### src/rtl/bpsc_pkg.sv
package bpsc_pkg;

  // ****************************************************************
  // clock and timing
  // ****************************************************************
  localparam int unsigned BPSC_CLK_HZ         = 20_000_000;
  localparam int unsigned BPSC_CYC_PER_MS     = BPSC_CLK_HZ / 1000;
  localparam int unsigned BPSC_SHORT_PRESS_MS = 4000;
  localparam int unsigned BPSC_LONG_PRESS_MS  = 6000;
  localparam int unsigned BPSC_SHORT_PRESS_CYC = BPSC_SHORT_PRESS_MS * BPSC_CYC_PER_MS;
  localparam int unsigned BPSC_LONG_PRESS_CYC  = BPSC_LONG_PRESS_MS * BPSC_CYC_PER_MS;
  localparam int unsigned BPSC_TACH_WIN_MS    = 1000;
  localparam int unsigned BPSC_TACH_WIN_CYC   = BPSC_TACH_WIN_MS * BPSC_CYC_PER_MS;
  localparam int unsigned BPSC_PRESS_CNT_W    = 27;
  localparam int unsigned BPSC_TACH_WIN_W     = 25;

  // ****************************************************************
  // fans
  // ****************************************************************
  localparam int unsigned BPSC_NUM_FANS   = 4;
  localparam int unsigned BPSC_DUTY_W     = 8;
  localparam int unsigned BPSC_TACH_CNT_W = 16;
  // bit set: four-wire header driven by pwm, else three-wire by voltage
  localparam logic [BPSC_NUM_FANS-1:0] BPSC_FAN_FOUR_WIRE = 4'h3;
  // header 0 has no tachometer return
  localparam logic [BPSC_NUM_FANS-1:0] BPSC_FAN_HAS_TACH  = 4'hE;

  // ****************************************************************
  // reset values and encodings
  // ****************************************************************
  localparam logic [1:0] BPSC_RESTORE_LAST = 2'h0;
  localparam logic [1:0] BPSC_RESTORE_OFF  = 2'h1;
  localparam logic [1:0] BPSC_RESTORE_ON   = 2'h2;
  // idle pin levels: switch, pme and express wake lines rest high
  localparam logic [6:0] BPSC_SYNC_RST     = 7'h52;

  typedef enum logic [5:0] {
    PS_INIT = 6'h01,
    PS_S0   = 6'h02,
    PS_S1   = 6'h04,
    PS_S3   = 6'h08,
    PS_S4   = 6'h10,
    PS_S5   = 6'h20
  } bpsc_state_t;

  // raw pins as they arrive on the board
  typedef struct packed {
    logic pwr_btn_n;
    logic lan_wake;
    logic pme_n;
    logic rtc_alarm;
    logic usb_wake;
    logic pcie_wake_n;
    logic cir_wake;
  } bpsc_pins_t;

  // wake sources, all active high
  typedef struct packed {
    logic pwr_btn;
    logic lan;
    logic pme;
    logic rtc;
    logic usb;
    logic pcie;
    logic cir;
  } bpsc_wake_t;

  typedef struct packed {
    logic        s5_lan_pme_en;
    logic        cir_s4s5_en;
    logic [1:0]  restore_mode;
    bpsc_state_t btn_sleep_state;
  } bpsc_cfg_t;

endpackage

### src/rtl/bpsc_core.sv
`timescale 1ns/10ps
`default_nettype none
// Notes on behaviour
// - a press released before the long limit moves soft-off to working, working to sleep, sleep to working.
// - a press held past six seconds while working or sleeping forces soft-off at once.
// - network wake or a power-management event wakes the system from S1, S3, S4 and S5.
// - network and power-management wake from S5 act only when the S5 enable option is set, off after reset.
// - switch, alarm and express wake act from S1, S3, S4 and S5, while usb wake acts only from S1 and S3.
// - infrared wake acts from S1 and S3 and from S4 and S5 only when its option is set.
// - every fan with a non-zero demand runs in S0 and S1.
// - all fans are off in S3, S4, S5 and before the state is known.
// - each fan follows its thermal demand, with a zero demand turning it fully off.
// - four-wire fans get a pwm signal and three-wire fans get a voltage level.
// - every fan but one has its tachometer measured.
// - in soft-off the supply enable is released so that only standby rails remain.
// - after power returns the last on or off state is restored unless the restore option overrides it.
module bpsc_core
  import bpsc_pkg::*;
#(
  parameter int unsigned LONG_PRESS_CYC = BPSC_LONG_PRESS_CYC,
  parameter int unsigned TACH_WIN_CYC   = BPSC_TACH_WIN_CYC
) (
  input  wire logic                                        mclk_i,
  input  wire logic                                        rst_n_i,
  input  wire bpsc_pins_t                                  pins_i,
  input  wire bpsc_cfg_t                                   cfg_i,
  input  wire logic                                        saved_last_on_i,
  input  wire logic                                        os_req_i,
  input  wire bpsc_state_t                                 os_target_i,
  input  wire logic [BPSC_NUM_FANS-1:0][BPSC_DUTY_W-1:0]   fan_duty_i,
  input  wire logic [BPSC_NUM_FANS-1:0]                    fan_tach_i,
  output bpsc_state_t                                      state_o,
  output logic                                             ps_on_n_o,
  output logic                                             fans_on_o,
  output logic                                             wake_o,
  output bpsc_wake_t                                       wake_src_o,
  output logic                                             last_on_o,
  output logic [BPSC_NUM_FANS-1:0]                         fan_pwm_o,
  output logic [BPSC_NUM_FANS-1:0][BPSC_DUTY_W-1:0]        fan_volt_o,
  output logic [BPSC_NUM_FANS-1:0][BPSC_TACH_CNT_W-1:0]    fan_tach_cnt_o
);

  localparam logic [BPSC_PRESS_CNT_W-1:0] LONG_CNT = BPSC_PRESS_CNT_W'(LONG_PRESS_CYC);

  // ****************************************************************
  // pin synchronisers
  // ****************************************************************
  logic [6:0] meta_reg, meta_next;
  logic [6:0] sync_reg, sync_next;
  bpsc_pins_t pin_sync;
  bpsc_wake_t pin_act;
  bpsc_wake_t wk;

  // raw levels only in both stages; reset to idle levels so no false press
  always_comb begin
    meta_next       = pins_i;
    sync_next       = meta_reg;
    pin_sync        = bpsc_pins_t'(sync_reg);
    pin_act.pwr_btn = ~pin_sync.pwr_btn_n;
    pin_act.lan     = pin_sync.lan_wake;
    pin_act.pme     = ~pin_sync.pme_n;
    pin_act.rtc     = pin_sync.rtc_alarm;
    pin_act.usb     = pin_sync.usb_wake;
    pin_act.pcie    = ~pin_sync.pcie_wake_n;
    pin_act.cir     = pin_sync.cir_wake;
  end

  always_ff @(posedge mclk_i or negedge rst_n_i) begin
    if (!rst_n_i) begin
      meta_reg <= BPSC_SYNC_RST;
      sync_reg <= BPSC_SYNC_RST;
    end else begin
      meta_reg <= meta_next;
      sync_reg <= sync_next;
    end
  end

  assign wk = pin_act;

  // ****************************************************************
  // power switch press timing
  // ****************************************************************
  logic [BPSC_PRESS_CNT_W-1:0] press_cnt_reg, press_cnt_next;
  logic                        btn_prev_reg,  btn_prev_next;
  logic                        long_done_reg, long_done_next;
  logic                        short_press;
  logic                        long_press;

  always_comb begin
    btn_prev_next  = wk.pwr_btn;
    press_cnt_next = press_cnt_reg;
    long_done_next = long_done_reg;
    short_press    = 1'b0;
    long_press     = 1'b0;
    if (wk.pwr_btn) begin
      if (press_cnt_reg < LONG_CNT) begin
        press_cnt_next = press_cnt_reg + 27'h0000001;
      end
      // fires once per press; the rest of the hold is swallowed
      if (press_cnt_next >= LONG_CNT && !long_done_reg) begin
        long_press     = 1'b1;
        long_done_next = 1'b1;
      end
    end else begin
      press_cnt_next = '0;
      long_done_next = 1'b0;
      // releases under the long limit, including four to six s, are short
      if (btn_prev_reg && !long_done_reg) begin
        short_press = 1'b1;
      end
    end
  end

  always_ff @(posedge mclk_i or negedge rst_n_i) begin
    if (!rst_n_i) begin
      press_cnt_reg <= '0;
      btn_prev_reg  <= 1'b0;
      long_done_reg <= 1'b0;
    end else begin
      press_cnt_reg <= press_cnt_next;
      btn_prev_reg  <= btn_prev_next;
      long_done_reg <= long_done_next;
    end
  end

  // ****************************************************************
  // wake qualification by state
  // ****************************************************************
  bpsc_state_t state_reg, state_next;
  bpsc_wake_t  wake_ok;

  always_comb begin
    wake_ok = '0;
    case (state_reg)
      PS_S1, PS_S3: begin
        wake_ok.pwr_btn = short_press;
        wake_ok.lan     = wk.lan;
        wake_ok.pme     = wk.pme;
        wake_ok.rtc     = wk.rtc;
        wake_ok.usb     = wk.usb;
        wake_ok.pcie    = wk.pcie;
        wake_ok.cir     = wk.cir;
      end
      PS_S4: begin
        wake_ok.pwr_btn = short_press;
        wake_ok.lan     = wk.lan;
        wake_ok.pme     = wk.pme;
        wake_ok.rtc     = wk.rtc;
        wake_ok.pcie    = wk.pcie;
        wake_ok.cir     = wk.cir && cfg_i.cir_s4s5_en;
      end
      PS_S5: begin
        wake_ok.pwr_btn = short_press;
        wake_ok.lan     = wk.lan && cfg_i.s5_lan_pme_en;
        wake_ok.pme     = wk.pme && cfg_i.s5_lan_pme_en;
        wake_ok.rtc     = wk.rtc;
        wake_ok.pcie    = wk.pcie;
        wake_ok.cir     = wk.cir && cfg_i.cir_s4s5_en;
      end
      default: begin
        wake_ok = '0;
      end
    endcase
  end

  // ****************************************************************
  // power state machine
  // ****************************************************************
  logic        ps_on_n_reg, ps_on_n_next;
  logic        fans_reg,    fans_next;
  logic        wake_reg,    wake_next;
  bpsc_wake_t  src_reg,     src_next;
  logic        last_on_reg, last_on_next;
  bpsc_state_t btn_sleep;
  logic        restore_on;

  always_comb begin
    case (cfg_i.btn_sleep_state)
      PS_S1, PS_S3, PS_S4: btn_sleep = cfg_i.btn_sleep_state;
      default:             btn_sleep = PS_S3;
    endcase
    case (cfg_i.restore_mode)
      BPSC_RESTORE_OFF: restore_on = 1'b0;
      BPSC_RESTORE_ON:  restore_on = 1'b1;
      default:          restore_on = saved_last_on_i;
    endcase
  end

  always_comb begin
    state_next = state_reg;
    wake_next  = 1'b0;
    src_next   = src_reg;
    case (state_reg)
      PS_INIT: begin
        // saved state read one edge after reset release
        state_next = restore_on ? PS_S0 : PS_S5;
      end
      PS_S0: begin
        if (long_press) begin
          state_next = PS_S5;
        end else if (short_press) begin
          state_next = btn_sleep;
        end else if (os_req_i) begin
          case (os_target_i)
            PS_S1, PS_S3, PS_S4, PS_S5: state_next = os_target_i;
            default:                    state_next = PS_S0;
          endcase
        end
      end
      PS_S1, PS_S3, PS_S4: begin
        if (long_press) begin
          state_next = PS_S5;
        end else if (wake_ok != '0) begin
          state_next = PS_S0;
          wake_next  = 1'b1;
          src_next   = wake_ok;
        end
      end
      PS_S5: begin
        if (wake_ok != '0) begin
          state_next = PS_S0;
          wake_next  = 1'b1;
          src_next   = wake_ok;
        end
      end
      default: begin
        state_next = PS_S5;
      end
    endcase
    // supply on only where the board is powered
    ps_on_n_next = !(state_next == PS_S0 || state_next == PS_S1);
    fans_next    = (state_next == PS_S0 || state_next == PS_S1);
    last_on_next = (state_next == PS_INIT) ? last_on_reg : (state_next != PS_S5);
  end

  always_ff @(posedge mclk_i or negedge rst_n_i) begin
    if (!rst_n_i) begin
      state_reg   <= PS_INIT;
      ps_on_n_reg <= 1'b1;
      fans_reg    <= 1'b0;
      wake_reg    <= 1'b0;
      src_reg     <= '0;
      last_on_reg <= 1'b0;
    end else begin
      state_reg   <= state_next;
      ps_on_n_reg <= ps_on_n_next;
      fans_reg    <= fans_next;
      wake_reg    <= wake_next;
      src_reg     <= src_next;
      last_on_reg <= last_on_next;
    end
  end

  assign state_o    = state_reg;
  assign ps_on_n_o  = ps_on_n_reg;
  assign fans_on_o  = fans_reg;
  assign wake_o     = wake_reg;
  assign wake_src_o = src_reg;
  assign last_on_o  = last_on_reg;

  // ****************************************************************
  // fan headers
  // ****************************************************************
  logic [BPSC_NUM_FANS-1:0] fan_run;

  for (genvar f = 0; f < BPSC_NUM_FANS; f++) begin : g_fan
    // zero demand parks the fan even in S0
    assign fan_run[f] = fans_reg && (fan_duty_i[f] != 8'h00);

    bpsc_fan_drv #(
      .FOUR_WIRE (BPSC_FAN_FOUR_WIRE[f]),
      .HAS_TACH  (BPSC_FAN_HAS_TACH[f]),
      .WIN_CYC   (TACH_WIN_CYC)
    ) u_fan (
      .mclk_i     (mclk_i),
      .rst_n_i    (rst_n_i),
      .run_i      (fan_run[f]),
      .duty_i     (fan_duty_i[f]),
      .tach_i     (fan_tach_i[f]),
      .pwm_o      (fan_pwm_o[f]),
      .volt_o     (fan_volt_o[f]),
      .tach_cnt_o (fan_tach_cnt_o[f])
    );
  end

endmodule // bpsc_core
`default_nettype wire

### src/rtl/bpsc_fan_drv.sv
`timescale 1ns/10ps
`default_nettype none
module bpsc_fan_drv
  import bpsc_pkg::*;
#(
  parameter bit          FOUR_WIRE = 1'b1,
  parameter bit          HAS_TACH  = 1'b1,
  parameter int unsigned WIN_CYC   = BPSC_TACH_WIN_CYC
) (
  input  wire logic                       mclk_i,
  input  wire logic                       rst_n_i,
  input  wire logic                       run_i,
  input  wire logic [BPSC_DUTY_W-1:0]     duty_i,
  input  wire logic                       tach_i,
  output logic                            pwm_o,
  output logic [BPSC_DUTY_W-1:0]          volt_o,
  output logic [BPSC_TACH_CNT_W-1:0]      tach_cnt_o
);

  localparam logic [BPSC_TACH_WIN_W-1:0] WIN_LAST = BPSC_TACH_WIN_W'(WIN_CYC - 1);

  logic [BPSC_DUTY_W-1:0]     ramp_reg,  ramp_next;
  logic                       pwm_reg,   pwm_next;
  logic [BPSC_DUTY_W-1:0]     volt_reg,  volt_next;
  logic [2:0]                 tsync_reg, tsync_next;
  logic [BPSC_TACH_WIN_W-1:0] win_reg,   win_next;
  logic [BPSC_TACH_CNT_W-1:0] edge_reg,  edge_next;
  logic [BPSC_TACH_CNT_W-1:0] rpm_reg,   rpm_next;

  // ****************************************************************
  // drive and speed measurement
  // ****************************************************************
  always_comb begin
    ramp_next  = ramp_reg + 8'h01;
    pwm_next   = FOUR_WIRE && run_i && (ramp_reg < duty_i);
    volt_next  = (!FOUR_WIRE && run_i) ? duty_i : 8'h00;
    tsync_next = {tsync_reg[1:0], tach_i};
    win_next   = (win_reg == WIN_LAST) ? '0 : win_reg + 25'h0000001;
    edge_next  = edge_reg;
    rpm_next   = rpm_reg;
    if (HAS_TACH && tsync_reg[1] && !tsync_reg[2] && edge_reg != 16'hFFFF) begin
      edge_next = edge_reg + 16'h0001;
    end
    if (win_reg == WIN_LAST) begin
      rpm_next  = HAS_TACH ? edge_next : 16'h0000;
      edge_next = 16'h0000;
    end
  end

  always_ff @(posedge mclk_i or negedge rst_n_i) begin
    if (!rst_n_i) begin
      ramp_reg  <= 8'h00;
      pwm_reg   <= 1'b0;
      volt_reg  <= 8'h00;
      tsync_reg <= 3'h0;
      win_reg   <= '0;
      edge_reg  <= 16'h0000;
      rpm_reg   <= 16'h0000;
    end else begin
      ramp_reg  <= ramp_next;
      pwm_reg   <= pwm_next;
      volt_reg  <= volt_next;
      tsync_reg <= tsync_next;
      win_reg   <= win_next;
      edge_reg  <= edge_next;
      rpm_reg   <= rpm_next;
    end
  end

  assign pwm_o      = pwm_reg;
  assign volt_o     = volt_reg;
  assign tach_cnt_o = rpm_reg;

endmodule // bpsc_fan_drv
`default_nettype wire

### config.mk
export PLATFORM = sky130hd
export DESIGN_NAME = bpsc_core
export DESIGN_NICKNAME = d
export VERILOG_FILES = /design/src/rtl/bpsc_pkg.sv /design/src/rtl/bpsc_core.sv /design/src/rtl/bpsc_fan_drv.sv
export SDC_FILE = /design/constraint.sdc
export NUM_CORES = 1
export LEC_CHECK = 0
export BUFFER_PORTS_ARGS = -buffer_cell sky130_fd_sc_hd__buf_2
export CAP_MARGIN = 10
export CELL_PAD_IN_SITES_DETAIL_PLACEMENT = 1
export CELL_PAD_IN_SITES_GLOBAL_PLACEMENT = 2
export CORE_MARGIN = 1
export CORE_UTILIZATION = 39
export CTS_CLUSTER_SIZE = 28
export DETAILED_ROUTE_END_ITERATION = 6
export PLACE_DENSITY = 0.91
export SYNTH_ARGS = -nofsm -noshare
export SYNTH_HDL_FRONTEND = slang
export SYNTH_SLANG_ARGS = --single-unit
### constraint.sdc
create_clock -name mclk_i -period 8.2 [get_ports mclk_i]
set_input_delay 1.64 -clock mclk_i [delete_from_list [all_inputs] [get_ports mclk_i]]
set_output_delay 1.64 -clock mclk_i [all_outputs]
set_load 0.02 [all_outputs]
[Word level (Yosys, flattened, before mapping)]
Index checks and enable logic that the tools add are counted.
Storage, ports and cells
  flip-flop bits (word level): 274
  bits in latches: 0
  memory bits (writable): 0
  memory bits (read-only): 0
  input bits: 63
  output and inout port bits: 117
  memories: 0
Cells by class
  $add $sub $neg: 9
  $mul: 0
  divide/modulo/power cells: 0
  order comparisons: 4
  equal/unequal tests: 26
  shift-type cells: 0
  muxes and demuxes: 39
  bitwise gates (word level): 3
  reduce and logical (&&, ||, !) cells: 36
Operators with widths (number)
  two-way mux 16 bit: 6
  two-way mux 27 bit: 3
  adder 25 x 1 -> 25 bit (second input constant): 3
  == test 25 bit (second input constant): 3
  two-way mux 25 bit: 3
  adder 16 x 1 -> 16 bit (second input constant): 3
  two-way mux 6 bit: 8
  != test 16 bit (second input constant): 3
  nonzero test 8 bit: 4
  adder 27 x 1 -> 27 bit (second input constant): 1
  >= comparator 27 bit (second input constant): 1
  less-than comparator 27 bit (second input constant): 1
  == test 6 x 3 -> 1 bit (second input constant): 4
  case mux 6 bit (4 select lines): 1
  == test 6 x 4 -> 1 bit (second input constant): 3
  == test 6 x 5 -> 1 bit (second input constant): 3
  logical AND 1 bit: 17
  adder 8 x 1 -> 8 bit (second input constant): 2
  less-than comparator 8 bit: 2
  two-way mux 8 bit: 2
  two-way mux 7 bit: 2
  case mux 7 bit (2 select lines): 1
  == test 6 x 1 -> 1 bit (second input constant): 2
  == test 6 x 2 -> 1 bit (second input constant): 2
  18 further kinds: 37

[Depth between registers and ports, before layout]
  depth after elaboration: 12
  gate-level depth with buffers: 11
  mapped depth without buffers: 10

[By module]
Synthesis repeated with hierarchy kept, for this count alone.
Second synthesis, totals
  cells, all modules: 1347
  area total of the unflattened synthesis: 13598.0 µm²
By module, submodules not included
  bpsc_fan_drv at g_fan[1].u_fan: times used 1, cells an instance 331, area an instance 3344.5 µm², sequential area each 1726.7 µm²
  bpsc_core: times used 1, cells an instance 348, area an instance 3310.7 µm², sequential area each 1511.4 µm²
  bpsc_fan_drv at g_fan[2].u_fan: times used 1, cells an instance 295, area an instance 3148.0 µm², sequential area each 1701.6 µm²
  bpsc_fan_drv at g_fan[3].u_fan: times used 1, cells an instance 303, area an instance 3095.5 µm², sequential area each 1701.6 µm²
  bpsc_fan_drv at g_fan[0].u_fan: times used 1, cells an instance 70, area an instance 699.4 µm², sequential area each 225.2 µm²

[Least setup slack after synthesis]
OpenSTA, ideal clock, no wires.
  path kind: in2reg
  start: input fan_duty_i[1] (netlist bit)
  end: register g_fan[0].u_fan.pwm_reg
  arrival: 3.021 ns
  data required time: 8.132 ns
  path slack: 5.111 ns
  cell stages on the path: 10
  cells stage by stage: inv_1 > ha_1 > a21o_1 > a21o_1 > a21o_1 > a21o_1 > a21oi_1 > nor2b_1 > o21ai_0 > and4b_1
On the way
  word-level cells in the longest chain between the ends: 3
RTL lines
  start, declared: RTL line bpsc_core.sv:30  | input wire logic [BPSC_NUM_FANS-1:0][BPSC_DUTY_W-1:0] fan_duty_i,
  branches (longest 2 deep; another with less-than comparator 8 bit)
  logical AND 1 bit *: RTL line bpsc_fan_drv.sv:35  | pwm_next = FOUR_WIRE && run_i && (ramp_reg < duty_i);
  via g_fan[0].u_fan.pwm_next: RTL line bpsc_fan_drv.sv:23  | logic pwm_reg, pwm_next;
  end signal, assigned: RTL line bpsc_fan_drv.sv:61  | pwm_reg <= pwm_next;
  end, declared: RTL line bpsc_fan_drv.sv:23
Mark *: on every way through the listed nets, which the timed path passes.
A chain may end at the register's enable or synchronous reset.

[Worst setup path in the final report]
  start: register fans_reg, in the netlist fans_on_o
  end: output fans_on_o
RTL lines
  start, declared: RTL line bpsc_core.sv:170  | logic fans_reg, fans_next;
  start signal, assigned: RTL line bpsc_core.sv:247  | fans_reg <= fans_next;
  end, declared: RTL line bpsc_core.sv:34  | output logic fans_on_o,
No word-level cell between the ends.

==> impl_metrics.ini <==
[cells_and_area]
drive_gt1_share_pct = 16.1
fillers = 3533
final_nets = 1470
layout_commonest_cell = dfrtp_1
areaGrowthSynthToFinish_pct = 16.2
final_cell_mix = 266 x dfrtp_1, 188 x nor2_1, 143 x buf_2
largest_reg_flops = 75

[floorplanning]
initial_utilization_pct = 39.8
pin_count = 180
core_area_um2 = 31600
die_w_um = 182
die_area_um2 = 33000
chipHeight_um = 182
rows = 65

[worst_hold_path]
worstHoldPathType = flop to flop

[route]
dr_total_vias = 9345
wl_per_cell_um = 16.2
via_per_inst = 5.17
drt_iter0_markers = 477
ant_nets = 0
firstDrtPassIters = 4
drcViolationCount = 0
drt_wl_total_mm = 29.3

[clock_tree]
clk_latency_ns = 0.56
cts_buffers = 30
ctsHoldBuffers = 0
cts_buffer_depth = 3
clk_pin_slew_ns = 0.06
cts_tree = yes
clkSinkCount = 274
cts_resized = 0
root_buffer = clkbuf_16
postCtsSetupRepairBufs = 0
h-tree-depth = 1

[grt]
antenna_found_initial = 0
grt_overflow = 0
grt_pass1_wl_mm = 49.9
grt_pass1_vias = 9873
grt_usage_pct = 18.2
grt_max_degree = 144

[setup_path]
worst_setup_path_end_kind = primary output
worst_path_max_delay_cell = dfrtp_1
crit_family = flip-flops
cp.required_ns = 6.56
cp_num_buf_inv = 1
cp_max_fo = 20
arrival_ns = 1.70
reg2reg_setup_slack_ns = 4.92
worstSetupPathType = flop to primary output
cpPeakStageDelay_ns = 0.84
crit_chain = buf_2
start_kind = flop

[pwr]
power_w = 0.00332
irDropWorstVdd_v = 0.000154
powerDensity_nw_per_um2 = 227
p_leak_nw = 6.99

[logic_synthesis]
yosys_most_used_dff = dfrtp_1
yosysSeqAreaShare_pct = 54.5
syn_area_um2 = 12600
synth-edff-count = 0
synth_area_leaders = dfrtp_1 53%, nor2_1 5.6%, xor2_1 5.3%
syn_area_per_cell_um2 = 10.2
ys_seq_elements = 274
async_flop_share_pct = 100
netlist.area_leader.share_pct = 52.9
yosysWarnings = 0
synth_top_area_cell = dfrtp_1
syn_inst = 1237
synth_cell_types = 70

[placement]
portBuffers = 144
place.gp.congestion = 0.770
dp.final_hpwl_mm = 20.3

[timing]
period_minus_slack_ns = 3.34
hold_violations = 0
rsz0062_at_grt = no
setup_tns_ns = 0
worst_pin_slew_ns = 1.08
setup_viol = 0
finalCritPeriodShare_pct = 40.7
fin_worst_skew_ns = 0.0145
slew_viol_final = 0
slew_headroom_pct = 28.3
max_freq_ghz = 0.300

[run_status]
status = complete, no violations

[flow_run]
drv_cap = 0
cell usage after synthesis (6+ instances only):
library cell,number
dfrtp_1,266
nor2_1,189
nand2_1,82
xor2_1,76
nand3_1,72
a21oi_1,67
xnor2_1,65
o21ai_0,37
buf_4,36
inv_1,35
nand4_1,34
and3_1,27
clkbuf_1,27
ha_1,24
and2_1,22
nor3_1,21
nor4_1,17
a21o_1,11
dfstp_2,8
nor2b_1,8
o31ai_1,8
or3_1,8
nand2b_1,6
cell type report:
type,count,area (um2),area share [%]
antenna,1,2.50,0.0171
tap,402,503,3.44
multi-input combinational,892,5340,36.5
sequential,274,6870,46.9
inverter,35,131,0.898
clock buffer,40,838,5.73
clock inverter,15,169,1.15
timing repair buffer,150,788,5.39
cell families (layout without fill, tap and decap cells):
group,Yosys count,in the layout,synth area share [%]
XOR/XNOR,141,141,9.81
AND/OR/NAND/NOR,521,521,20.4
multiplexers,6,6,0.527
other,1,36,0.0298
adder cells (fa/ha/maj),24,24,2.38
AO/OA/AOI/OAI,165,165,8.08
flip-flops,274,274,54.5
buffers and inverters,105,240,4.28
per-layer routing:
metal  up-vias  GRT usage (%)  share of wire [%]
li1       4456              -                  -
met1      4727           23.5                 44
met3        34           2.97                3.7
met5         -              0                  0
met4         0           4.20                1.6
met2       128           31.8                 51
power by group:
group	total (W)	internal [W]	switching, W
Sequential	0.00155	0.00145	0.0000937
Combinational	0.000405	0.000139	0.000266
Clock	0.00137	0.000812	0.000560
final timing paths:
check | startpoint | endpoint | cells after the start
min in group asynchronous | rst_n_i | press_cnt_reg[12] | 1
max in group asynchronous | rst_n_i | g_fan[1].u_fan.tach_cnt_o[12] | 2
worst max-delay path | fans_on_o | fans_on_o | 1
worst min-delay path | meta_reg[5] | pin_sync[5] | 0
worst min register to register | meta_reg[5] | pin_sync[5] | 0
worst max register to register | press_cnt_reg[16] | wake_src_o[6] | 10
per-stage QoR:
stage / hold WS [ns] / instance area, um2 / utilization [%] / std cells / setup WS, ns
6_report: 0.347 / 14600 / 46.3 / 1809 / 4.86
5_1_grt: 0.351 / 14600 / 46.2 / 1808 / 4.61
4_1_cts: 0.350 / 14600 / 46.2 / 1808 / 4.78
3_5_place_dp: 0.336 / 13600 / 43.1 / 1753 / 4.87
3_3_place_gp: 0.340 / 13600 / 43.1 / 1753 / 4.89
2_1_floorplan: 0.331 / 12700 / - / 1271 / 5.11
Note: power is estimated with default switching activity, not from simulation.
